===== src/shared/rxo_pkg.sv =====
// Package with register map, field layout, codes and counts of the receive output block
package rxo_pkg;

  // ***********************************************************
  // Register map (byte addresses, one aligned word each)
  // ***********************************************************
  localparam logic [4:0] RXO_OFF_CTRL     = 5'h00;
  localparam logic [4:0] RXO_OFF_STATE    = 5'h04;
  localparam logic [4:0] RXO_OFF_IRQ_STAT = 5'h08;
  localparam logic [4:0] RXO_OFF_IRQ_EN   = 5'h0c;
  localparam logic [4:0] RXO_OFF_IRQ_CLR  = 5'h10;

  // ***********************************************************
  // Control register fields and reset value
  // ***********************************************************
  localparam int RXO_CTRL_PAR_LSB  = 0;   // parity_select, 2 bits
  localparam int RXO_CTRL_DEC_LSB  = 2;   // decoder_mode_select, 2 bits
  localparam int RXO_CTRL_ENC_LSB  = 4;   // status_encoding_select, 2 bits
  localparam int RXO_CTRL_CKS_LSB  = 6;   // rx_clock_select, 2 bits
  localparam int RXO_CTRL_BIST_BIT = 8;   // self-test compare enable
  localparam int RXO_CTRL_WIDTH    = 9;
  localparam logic [8:0] RXO_CTRL_RESET = 9'h000;

  // Three-level select codes: LOW, MID, HIGH
  localparam logic [1:0] RXO_LVL_LOW  = 2'h0;
  localparam logic [1:0] RXO_LVL_MID  = 2'h2;
  localparam logic [1:0] RXO_LVL_HIGH = 2'h3;

  // ***********************************************************
  // Interrupt bits
  // ***********************************************************
  localparam int RXO_IRQ_LOCK_LOSS = 0;
  localparam int RXO_IRQ_EBUF      = 1;
  localparam int RXO_IRQ_MISMATCH  = 2;
  localparam int RXO_IRQ_LAST_GOOD = 3;
  localparam int RXO_IRQ_LAST_BAD  = 4;
  localparam int RXO_IRQ_WIDTH     = 5;

  // ***********************************************************
  // Status codes
  // ***********************************************************
  localparam logic [2:0] RXO_ST_DATA      = 3'h0;
  localparam logic [2:0] RXO_ST_SPECIAL   = 3'h1;
  localparam logic [2:0] RXO_ST_EBUF      = 3'h2;
  localparam logic [2:0] RXO_ST_FRAMING   = 3'h3;
  localparam logic [2:0] RXO_ST_CODE_VIOL = 3'h4;
  localparam logic [2:0] RXO_ST_PLL       = 3'h5;
  localparam logic [2:0] RXO_ST_DISPARITY = 3'h6;
  localparam logic [2:0] RXO_ST_SELFTEST_START_STATE = 3'h5;
  localparam logic [2:0] RXO_ST_BIST_WAIT  = 3'h7;
  localparam logic [2:0] RXO_ST_BIST_ERROR = 3'h6;
  localparam logic [2:0] RXO_ST_BIST_GOOD  = 3'h2;
  localparam logic [2:0] RXO_ST_BIST_BAD   = 3'h4;
  localparam logic [2:0] RXO_ST_BIST_DATA  = 3'h0;
  localparam logic [2:0] RXO_ST_BIST_CMD   = 3'h1;

  // ***********************************************************
  // Self-test counts
  // ***********************************************************
  localparam logic [4:0] RXO_ERR_LIMIT   = 5'h10;  // errors may lead matches by 16
  localparam logic [3:0] RXO_HOLD_CHARS  = 4'h9;   // re-centring time in characters
  localparam logic [7:0] RXO_SEQ_FIRST   = 8'h00;  // first character of a sequence

  // Self-test compare states
  typedef enum logic [2:0] {
    RXO_BS_START,
    RXO_BS_WAIT,
    RXO_BS_DATA,
    RXO_BS_CMD,
    RXO_BS_ERROR,
    RXO_BS_GOOD,
    RXO_BS_BAD
  } rxo_bist_state_t;

endpackage


===== src/hdl/rxo_output.sv =====
// Receive output register, parity, character status and self-test tracking
//
// How it works
// - parity registered with data and status
// - parity is always odd
// - parity select LOW floats parity pin
// - MID with decoder: parity over data only
// - MID bypassed: data plus low status bits
// - HIGH: parity over data and status
// - bypass, no self-test: top status is framing flag
// - decoded characters carry three status bits
// - only highest-priority status is reported
// - encoding select picks type A or B
// - with decoder, self-test shows compare state on status
// - lock loss forces start state at once
// - errors over matches by 17 force wait
// - buffer error holds start nine characters
// - both link ends use same clock select
// - bypass shows raw character plus framing flag ORed with self-test error
// - self-test codes 101,111,110,010,100
//
// The Wishbone interface to the registers and the address map were chosen for this implementation.
`timescale 1ns/100ps
module rxo_output
(
  input  wire logic       clk_i,
  input  wire logic       rst_i,
  // Wishbone classic slave
  input  wire logic       wb_cyc_i,
  input  wire logic       wb_stb_i,
  input  wire logic       wb_we_i,
  input  wire logic [4:0] wb_adr_i,
  input  wire logic [3:0] wb_sel_i,
  input  wire logic [31:0] wb_dat_i,
  output logic      [31:0] wb_dat_o,
  output logic            wb_ack_o,
  // From the receive path
  input  wire logic       char_valid_i,
  input  wire logic [7:0] dec_data_i,
  input  wire logic       dec_special_i,
  input  wire logic       dec_code_viol_i,
  input  wire logic       dec_disparity_err_i,
  input  wire logic [9:0] raw_char_i,
  input  wire logic       framing_char_flag_i,
  input  wire logic       pll_lock_i,
  input  wire logic       ebuf_error_i,
  input  wire logic       bist_match_i,
  input  wire logic       bist_command_i,
  input  wire logic       bist_seq_end_i,
  // Parallel output bus
  output logic      [7:0] rx_data_o,
  output logic      [2:0] rx_status_bus_o,
  output logic            rx_parity_out_o,
  output logic            rx_parity_oe_n_o,
  output logic            rx_strobe_o,
  output logic [1:0]      rx_clock_select_o,
  output logic            irq_o
);
  import rxo_pkg::*;

  // ***********************************************************
  // Control and interrupt registers
  // ***********************************************************
  logic [RXO_CTRL_WIDTH-1:0] ctrl_q;
  logic [RXO_IRQ_WIDTH-1:0]  irq_stat_q;
  logic [RXO_IRQ_WIDTH-1:0]  irq_en_q;
  logic [RXO_IRQ_WIDTH-1:0]  irq_evt;
  logic                      wb_req;
  logic                      wb_wr;
  logic                      wb_ack_q;
  logic [31:0]               wb_dat_q;

  logic [1:0] parity_select;
  logic [1:0] decoder_mode_select;
  logic [1:0] status_encoding_select;
  logic       selftest_en;
  logic       bypass;

  assign parity_select          = ctrl_q[RXO_CTRL_PAR_LSB +: 2];
  assign decoder_mode_select    = ctrl_q[RXO_CTRL_DEC_LSB +: 2];
  assign status_encoding_select = ctrl_q[RXO_CTRL_ENC_LSB +: 2];
  assign selftest_en            = ctrl_q[RXO_CTRL_BIST_BIT];
  assign bypass                 = (decoder_mode_select == RXO_LVL_LOW);

  // The partner must use the same clock select, so it is published on a pin
  assign rx_clock_select_o = ctrl_q[RXO_CTRL_CKS_LSB +: 2];

  // One request is answered one cycle later; ack drops the cycle after
  assign wb_req   = wb_cyc_i & wb_stb_i & ~wb_ack_q;
  // Writes land at the edge where the master samples ack, never earlier
  assign wb_wr    = wb_cyc_i & wb_stb_i & wb_we_i & wb_ack_q;
  assign wb_ack_o = wb_ack_q;
  assign wb_dat_o = wb_dat_q;

  // Control register, byte lanes 0 and 1 carry its bits
  always_ff @(posedge clk_i)
  begin
    if (rst_i)
      ctrl_q <= RXO_CTRL_RESET;
    else if (wb_wr && wb_adr_i == RXO_OFF_CTRL)
    begin
      if (wb_sel_i[0])
        ctrl_q[7:0] <= wb_dat_i[7:0];
      if (wb_sel_i[1])
        ctrl_q[8] <= wb_dat_i[8];
    end
  end

  // Interrupt enable register
  always_ff @(posedge clk_i)
  begin
    if (rst_i)
      irq_en_q <= '0;
    else if (wb_wr && wb_adr_i == RXO_OFF_IRQ_EN && wb_sel_i[0])
      irq_en_q <= wb_dat_i[RXO_IRQ_WIDTH-1:0];
  end

  // Sticky status; a new event wins over a clear in the same cycle
  always_ff @(posedge clk_i)
  begin
    if (rst_i)
      irq_stat_q <= '0;
    else if (wb_wr && wb_adr_i == RXO_OFF_IRQ_CLR && wb_sel_i[0])
      irq_stat_q <= (irq_stat_q & ~wb_dat_i[RXO_IRQ_WIDTH-1:0]) | irq_evt;
    else
      irq_stat_q <= irq_stat_q | irq_evt;
  end

  // Level interrupt, high while any enabled bit is set
  always_ff @(posedge clk_i)
  begin
    if (rst_i)
      irq_o <= 1'b0;
    else
      irq_o <= |(irq_stat_q & irq_en_q);
  end

  // ***********************************************************
  // Self-test compare state machine
  // ***********************************************************
  rxo_bist_state_t bist_q;
  rxo_bist_state_t bist_d;
  logic [4:0]      diff_q;
  logic [4:0]      diff_d;
  logic [3:0]      hold_q;
  logic            seq_bad_q;
  logic            seq_bad_d;
  logic            lock_q;
  logic            is_seq_first;

  assign is_seq_first = (dec_data_i == RXO_SEQ_FIRST) & ~dec_special_i;

  // Next state; the lead of errors over matches is kept in diff
  always_comb
  begin
    bist_d    = bist_q;
    diff_d    = diff_q;
    seq_bad_d = seq_bad_q;
    if (char_valid_i)
    begin
      case (bist_q)
        RXO_BS_START:
        begin
          diff_d    = 5'h00;
          seq_bad_d = 1'b0;
          if (hold_q == 4'h0 && !ebuf_error_i)
            bist_d = RXO_BS_WAIT;
        end
        RXO_BS_WAIT:
        begin
          diff_d    = 5'h00;
          seq_bad_d = 1'b0;
          if (is_seq_first)
            bist_d = RXO_BS_DATA;
        end
        RXO_BS_DATA, RXO_BS_CMD, RXO_BS_ERROR, RXO_BS_GOOD, RXO_BS_BAD:
        begin
          if (bist_q == RXO_BS_GOOD || bist_q == RXO_BS_BAD)
            seq_bad_d = 1'b0;  // A new sequence starts clean
          if (bist_match_i)
          begin
            if (diff_q != 5'h00)
              diff_d = diff_q - 5'h01;
            if (bist_seq_end_i)
              bist_d = (seq_bad_d) ? RXO_BS_BAD : RXO_BS_GOOD;
            else
              bist_d = (bist_command_i) ? RXO_BS_CMD : RXO_BS_DATA;
          end
          else
          begin
            seq_bad_d = 1'b1;
            bist_d    = (bist_seq_end_i) ? RXO_BS_BAD : RXO_BS_ERROR;
            if (diff_q == RXO_ERR_LIMIT)
            begin
              // A 17th unmatched error: resynchronise on the next sequence
              bist_d = RXO_BS_WAIT;
              diff_d = 5'h00;
            end
            else
              diff_d = diff_q + 5'h01;
          end
        end
        default:
          bist_d = RXO_BS_START;
      endcase
      if (ebuf_error_i)
        bist_d = RXO_BS_START;
    end
    if (!pll_lock_i || !selftest_en)
      bist_d = RXO_BS_START;
  end

  // State register; lock loss acts on the clock, not on a character
  always_ff @(posedge clk_i)
  begin
    if (rst_i)
    begin
      bist_q    <= RXO_BS_START;
      diff_q    <= 5'h00;
      seq_bad_q <= 1'b0;
    end
    else
    begin
      bist_q    <= bist_d;
      diff_q    <= diff_d;
      seq_bad_q <= seq_bad_d;
    end
  end

  // Characters left before the elasticity buffer counts as re-centred
  always_ff @(posedge clk_i)
  begin
    if (rst_i)
      hold_q <= 4'h0;
    else if (char_valid_i && ebuf_error_i)
      hold_q <= RXO_HOLD_CHARS;
    else if (char_valid_i && hold_q != 4'h0)
      hold_q <= hold_q - 4'h1;
  end

  // Lock history for the lock-loss event
  always_ff @(posedge clk_i)
  begin
    if (rst_i)
      lock_q <= 1'b1;
    else
      lock_q <= pll_lock_i;
  end

  // Events into the sticky status register
  always_comb
  begin
    irq_evt = '0;
    irq_evt[RXO_IRQ_LOCK_LOSS] = lock_q & ~pll_lock_i;
    irq_evt[RXO_IRQ_EBUF]      = char_valid_i & ebuf_error_i;
    irq_evt[RXO_IRQ_MISMATCH]  = char_valid_i & bist_d == RXO_BS_ERROR & bist_q != RXO_BS_ERROR;
    irq_evt[RXO_IRQ_LAST_GOOD] = char_valid_i & bist_d == RXO_BS_GOOD;
    irq_evt[RXO_IRQ_LAST_BAD]  = char_valid_i & bist_d == RXO_BS_BAD;
  end

  // ***********************************************************
  // Character status encoding
  // ***********************************************************
  logic [2:0] bist_code;
  logic [2:0] norm_code;
  logic [7:0] data_d;
  logic [2:0] status_d;
  logic       parity_d;

  // Self-test state to status code
  always_comb
  begin
    case (bist_d)
      RXO_BS_START: bist_code = RXO_ST_SELFTEST_START_STATE;
      RXO_BS_WAIT:  bist_code = RXO_ST_BIST_WAIT;
      RXO_BS_ERROR: bist_code = RXO_ST_BIST_ERROR;
      RXO_BS_GOOD:  bist_code = RXO_ST_BIST_GOOD;
      RXO_BS_BAD:   bist_code = RXO_ST_BIST_BAD;
      RXO_BS_CMD:   bist_code = RXO_ST_BIST_CMD;
      RXO_BS_DATA:  bist_code = RXO_ST_BIST_DATA;
      default:      bist_code = RXO_ST_SELFTEST_START_STATE;
    endcase
  end

  // Normal status, highest priority first; type B folds framing into special
  always_comb
  begin
    if (!pll_lock_i)
      norm_code = RXO_ST_PLL;
    else if (ebuf_error_i)
      norm_code = RXO_ST_EBUF;
    else if (dec_code_viol_i)
      norm_code = RXO_ST_CODE_VIOL;
    else if (framing_char_flag_i)
      norm_code = (status_encoding_select == RXO_LVL_HIGH) ? RXO_ST_SPECIAL
                                                           : RXO_ST_FRAMING;
    else if (dec_disparity_err_i)
      norm_code = RXO_ST_DISPARITY;
    else if (dec_special_i)
      norm_code = RXO_ST_SPECIAL;
    else
      norm_code = RXO_ST_DATA;
  end

  // Output word and its parity, formed from the same next values
  always_comb
  begin
    if (bypass)
    begin
      // Raw character: a,b on status[1:0], c..j on the data bus
      data_d      = raw_char_i[9:2];
      status_d[0] = raw_char_i[1];
      status_d[1] = raw_char_i[0];
      if (selftest_en)
        status_d[2] = (bist_d == RXO_BS_ERROR) | framing_char_flag_i;
      else
        status_d[2] = framing_char_flag_i;
    end
    else
    begin
      data_d   = dec_data_i;
      status_d = (selftest_en) ? bist_code : norm_code;
    end
    case (parity_select)
      RXO_LVL_HIGH: parity_d = ~(^{data_d, status_d});
      RXO_LVL_MID:
        if (bypass)
          parity_d = ~(^{data_d, status_d[1:0]});
        else
          parity_d = ~(^data_d);
      default:      parity_d = 1'b0;
    endcase
  end

  // ***********************************************************
  // Output register stage
  // ***********************************************************
  // Data, status and parity load together so parity never lags
  always_ff @(posedge clk_i)
  begin
    if (rst_i)
    begin
      rx_data_o       <= 8'h00;
      rx_status_bus_o <= 3'h0;
      rx_parity_out_o <= 1'b0;
    end
    else
    begin
      if (char_valid_i)
      begin
        rx_data_o       <= data_d;
        rx_status_bus_o <= status_d;
        rx_parity_out_o <= parity_d;
      end
      // A floated pin must not keep a stale parity value behind it
      if (parity_select == RXO_LVL_LOW)
        rx_parity_out_o <= 1'b0;
    end
  end

  // Parity driver enable, low while driving; follows the select directly
  always_ff @(posedge clk_i)
  begin
    if (rst_i)
      rx_parity_oe_n_o <= 1'b1;
    else
      rx_parity_oe_n_o <= (parity_select == RXO_LVL_LOW);
  end

  // One-cycle strobe marking a new word on the output bus
  always_ff @(posedge clk_i)
  begin
    if (rst_i)
      rx_strobe_o <= 1'b0;
    else
      rx_strobe_o <= char_valid_i;
  end

  // ***********************************************************
  // Wishbone read path and acknowledge
  // ***********************************************************
  // Unmapped addresses and the write-only clear register read as zero
  always_ff @(posedge clk_i)
  begin
    if (rst_i)
    begin
      wb_ack_q <= 1'b0;
      wb_dat_q <= 32'h0000_0000;
    end
    else
    begin
      wb_ack_q <= wb_req;
      if (wb_req && !wb_we_i)
      begin
        case (wb_adr_i)
          RXO_OFF_CTRL:     wb_dat_q <= {23'h0, ctrl_q};
          RXO_OFF_STATE:    wb_dat_q <= {16'h0, diff_q, bist_code,
                                         3'h0, pll_lock_i, hold_q};
          RXO_OFF_IRQ_STAT: wb_dat_q <= {27'h0, irq_stat_q};
          RXO_OFF_IRQ_EN:   wb_dat_q <= {27'h0, irq_en_q};
          default:          wb_dat_q <= 32'h0000_0000;
        endcase
      end
    end
  end

endmodule


===== config.mk =====
export PLATFORM = sky130hd
export DESIGN_NAME = rxo_output
export DESIGN_NICKNAME = d
export VERILOG_FILES = /design/src/shared/rxo_pkg.sv /design/src/hdl/rxo_output.sv
export SDC_FILE = /design/constraint.sdc
export NUM_CORES = 1
export LEC_CHECK = 0
export BUFFER_PORTS_ARGS = -buffer_cell sky130_fd_sc_hd__buf_2
export CAP_MARGIN = 0
export CORE_UTILIZATION = 45
export DETAILED_ROUTE_END_ITERATION = 10
export GPL_TIMING_DRIVEN = 0
export PLACE_DENSITY = 0.77
export SLEW_MARGIN = 20
export SYNTH_ARGS = -nofsm -noshare
export SYNTH_HDL_FRONTEND = slang
export SYNTH_SLANG_ARGS = --single-unit

===== constraint.sdc =====
create_clock -name clk_i -period 8 [get_ports clk_i]
set_input_delay 0.8 -clock clk_i [delete_from_list [all_inputs] [get_ports clk_i]]
set_output_delay 0.8 -clock clk_i [all_outputs]
set_load 0.1 [all_outputs]

==> impl_metrics.json <==
{
  "status": "finished clean",
  "whs_ns": 0.454,
  "clock-root-buffer": "clkbuf_8",
  "htreeDepth": 3,
  "synth_top_area_share_pct": 36.8,
  "ctsHoldBuffers": 0,
  "critPathCaptureType": "flip-flop",
  "grt_max_degree": 13,
  "critical_path_class": "flip-flop to flip-flop",
  "dieArea_um2": 8220,
  "period_share_pct": 40.9,
  "yosys.area_share.simple_pct": 22.9,
  "critical_path.max_fanout": 7,
  "die_y_um": 90.7,
  "crit_required_ns": 8.21,
  "clk_pin_slew_ns": 0.07,
  "clock_path_buffers": 2,
  "hold_class": "flip-flop to flip-flop",
  "post-route-util_pct": 58.8,
  "slew_violations": 0,
  "cts_tree": "done",
  "grt_use_total_pct": 23.1,
  "setup_slack_ns": 4.73,
  "hpwlAfterDp_mm": 6.90,
  "async_flop_share_pct": 0,
  "rsz0062_at_grt": "false",
  "start_util_pct": 47.8,
  "synth_area_leaders": "dfxtp_1, nor2_1, a21oi_1, buf_4, nand2_1",
  "overflow": 0,
  "synth_compound_area_share_pct": 18.7,
  "finalSetupViolCount": 0,
  "wire_per_inst_um": 14.5,
  "layout_commonest_cell": "buf_2",
  "ys_warn_count": 0,
  "grt_pass1_wl_mm": 15.3,
  "netlist_instances": 428,
  "detail-route-antenna-nets": 0,
  "drt_first_pass_iters": 6,
  "layout_common_cells": "buf_2, nor2_1, dfxtp_1",
  "cap_violations": 0,
  "max_freq_mhz": 306,
  "synthXorXnorAreaFrac_pct": 4.99,
  "finalWirelength_mm": 9.27,
  "ys_ff_latch": 65,
  "vdd_drop_max_v": 0.0000816,
  "viasPerCell": 5.43,
  "final-hold-violation-count": 0,
  "cp_data_arrival_time_ns": 3.49,
  "drt_iter0_markers": 236,
  "numCtsBuffers": 9,
  "layout-drive-gt1-share_pct": 24.9,
  "period_needed_ns": 3.27,
  "io_pins": 124,
  "synth_area_leader_cell": "dfxtp_1",
  "placedCellCount": 621,
  "gp_congestion": 0.867,
  "maxSlewHeadroom_pct": 52.6,
  "post_cts_resized": 0,
  "fin_cells": 637,
  "drc": 0,
  "core_um2": 7410,
  "synth_top_family_by_area": "simple AND/OR/NAND/NOR gates",
  "netlist_area_um2": 3540,
  "nNetsFinal": 611,
  "synth_edf_count": 0,
  "num-fill-cells": 691,
  "n_antenna_cell": 0,
  "fp-row-count": 31,
  "portBuffers": 79,
  "skew_ns": 0.00514,
  "via_count": 3459,
  "synthDistinctLibCells": 61,
  "cts_setup_buffers": 0,
  "start_kind": "flip-flop",
  "p_leak_nw": 1.86,
  "die_w_um": 90.7,
  "pre_cts_ws_ns": 4.58,
  "antenna_found_initial": 0,
  "power_density_nw_per_um2": 191,
  "insertion_delay_ns": 0.35,
  "worst_slew_pin_slew_ns": 0.712,
  "synth_fa_ha_area_share_pct": 1.41,
  "synth_mux_area_share_pct": 6.86,
  "synth_area_per_cell_um2": 8.27,
  "grt_pass1_vias": 3286,
  "finalSetupTns_ns": 0,
  "area_growth_syn_to_layout_pct": 23.1,
  "synthFlopType": "dfxtp_1",
  "synth_seq_area_share_pct": 36.8,
  "cts.sink_count": 65
}
==> critical path: stages (launching register included) <==
cell and delay, ns:
dfxtp_1 0.44, inv_1 0.10, ha_1 0.23, nor2b_1 0.16, and3_1 0.23, o31ai_1 0.40
nand4_1 0.23, a221o_1 0.44, a211o_1 0.29, a21o_1 0.18, a31oi_1 0.20, xnor2_1 0.16
o32ai_1 0.09
==> flip-flops by register name, indices dropped and copies added, names as in the netlist, 3 cells and up <==
signal / cells
bist_q: 3
irq_stat_q: 5
wb_dat_o: 16
hold_q: 4
diff_q: 5
ctrl_q: 9
rx_data_o: 8
irq_en_q: 5
rx_status_bus_o: 3
==> metrics by stage <==
stage	total power [mW]	instance area [um2]
4_1_cts	0.835	4350
3_3_place_gp	0.496	4110
5_1_grt	0.860	4350
3_5_place_dp	0.498	4110
2_1_floorplan	0.464	3590
6_report	0.832	4350
==> path summary, 6_finish.rpt <==
| kind | start | end | slack [ns] | depth (start not counted) |
|---|---|---|---|---|
| setup / recovery | diff_q[0] | rx_parity_out_o | 4.73 | 12 |
| hold / removal | lock_q | irq_stat_q[0] | 0.45 | 2 |
| setup reg to reg | diff_q[0] | rx_parity_out_o | 4.73 | 12 |
| hold reg to reg | lock_q | irq_stat_q[0] | 0.45 | 2 |
==> cells by family after synthesis <==
| logic type | count (synthesis) |
|---|---|
| other cells | 1 |
| mux | 18 |
| buf+inv | 55 |
| xor+xnor | 18 |
| simple gates | 171 |
| flops | 65 |
| fa+ha+maj | 4 |
| compound gates | 96 |
==> power breakdown <==
part,switching [mW],internal [mW],leakage [nW]
clock network,0.132,0.207,0.120
logic,0.113,0.0441,1.21
registers,0.00494,0.330,0.528
==> area by class of cell <==
class / instances / area (um2) / share of cell area, %
repair buffers: 79 / 395 / 9.08
plain buffers: 42 / 241 / 5.55
well taps: 99 / 124 / 2.84
multi-input cells: 323 / 2000 / 46.0
flip-flops and latches: 65 / 1300 / 29.9
inverters: 13 / 48.8 / 1.12
clock inverters: 7 / 116 / 2.67
clock buffers: 9 / 124 / 2.84
==> synthesized netlist by cell type, types with 12 or more instances <==
| library cell | instances |
|---|---|
| o21ai_0 | 13 |
| nor2_1 | 66 |
| a21oi_1 | 34 |
| dfxtp_1 | 65 |
| nand3_1 | 14 |
| inv_1 | 13 |
| mux2i_1 | 13 |
| a22oi_1 | 12 |
| nand2_1 | 39 |
| clkbuf_1 | 18 |
| buf_4 | 20 |
| xnor2_1 | 15 |
==> metal layers <==
| layer | track usage, % | wire length [um] |
|---|---|---|
| met5 | 0 | 0 |
| met4 | 8.33 | 178 |
| met3 | 3.79 | 511 |
| met2 | 40.0 | 4590 |
| met1 | 28.8 | 3990 |
Power figures use the tool's default switching activity.
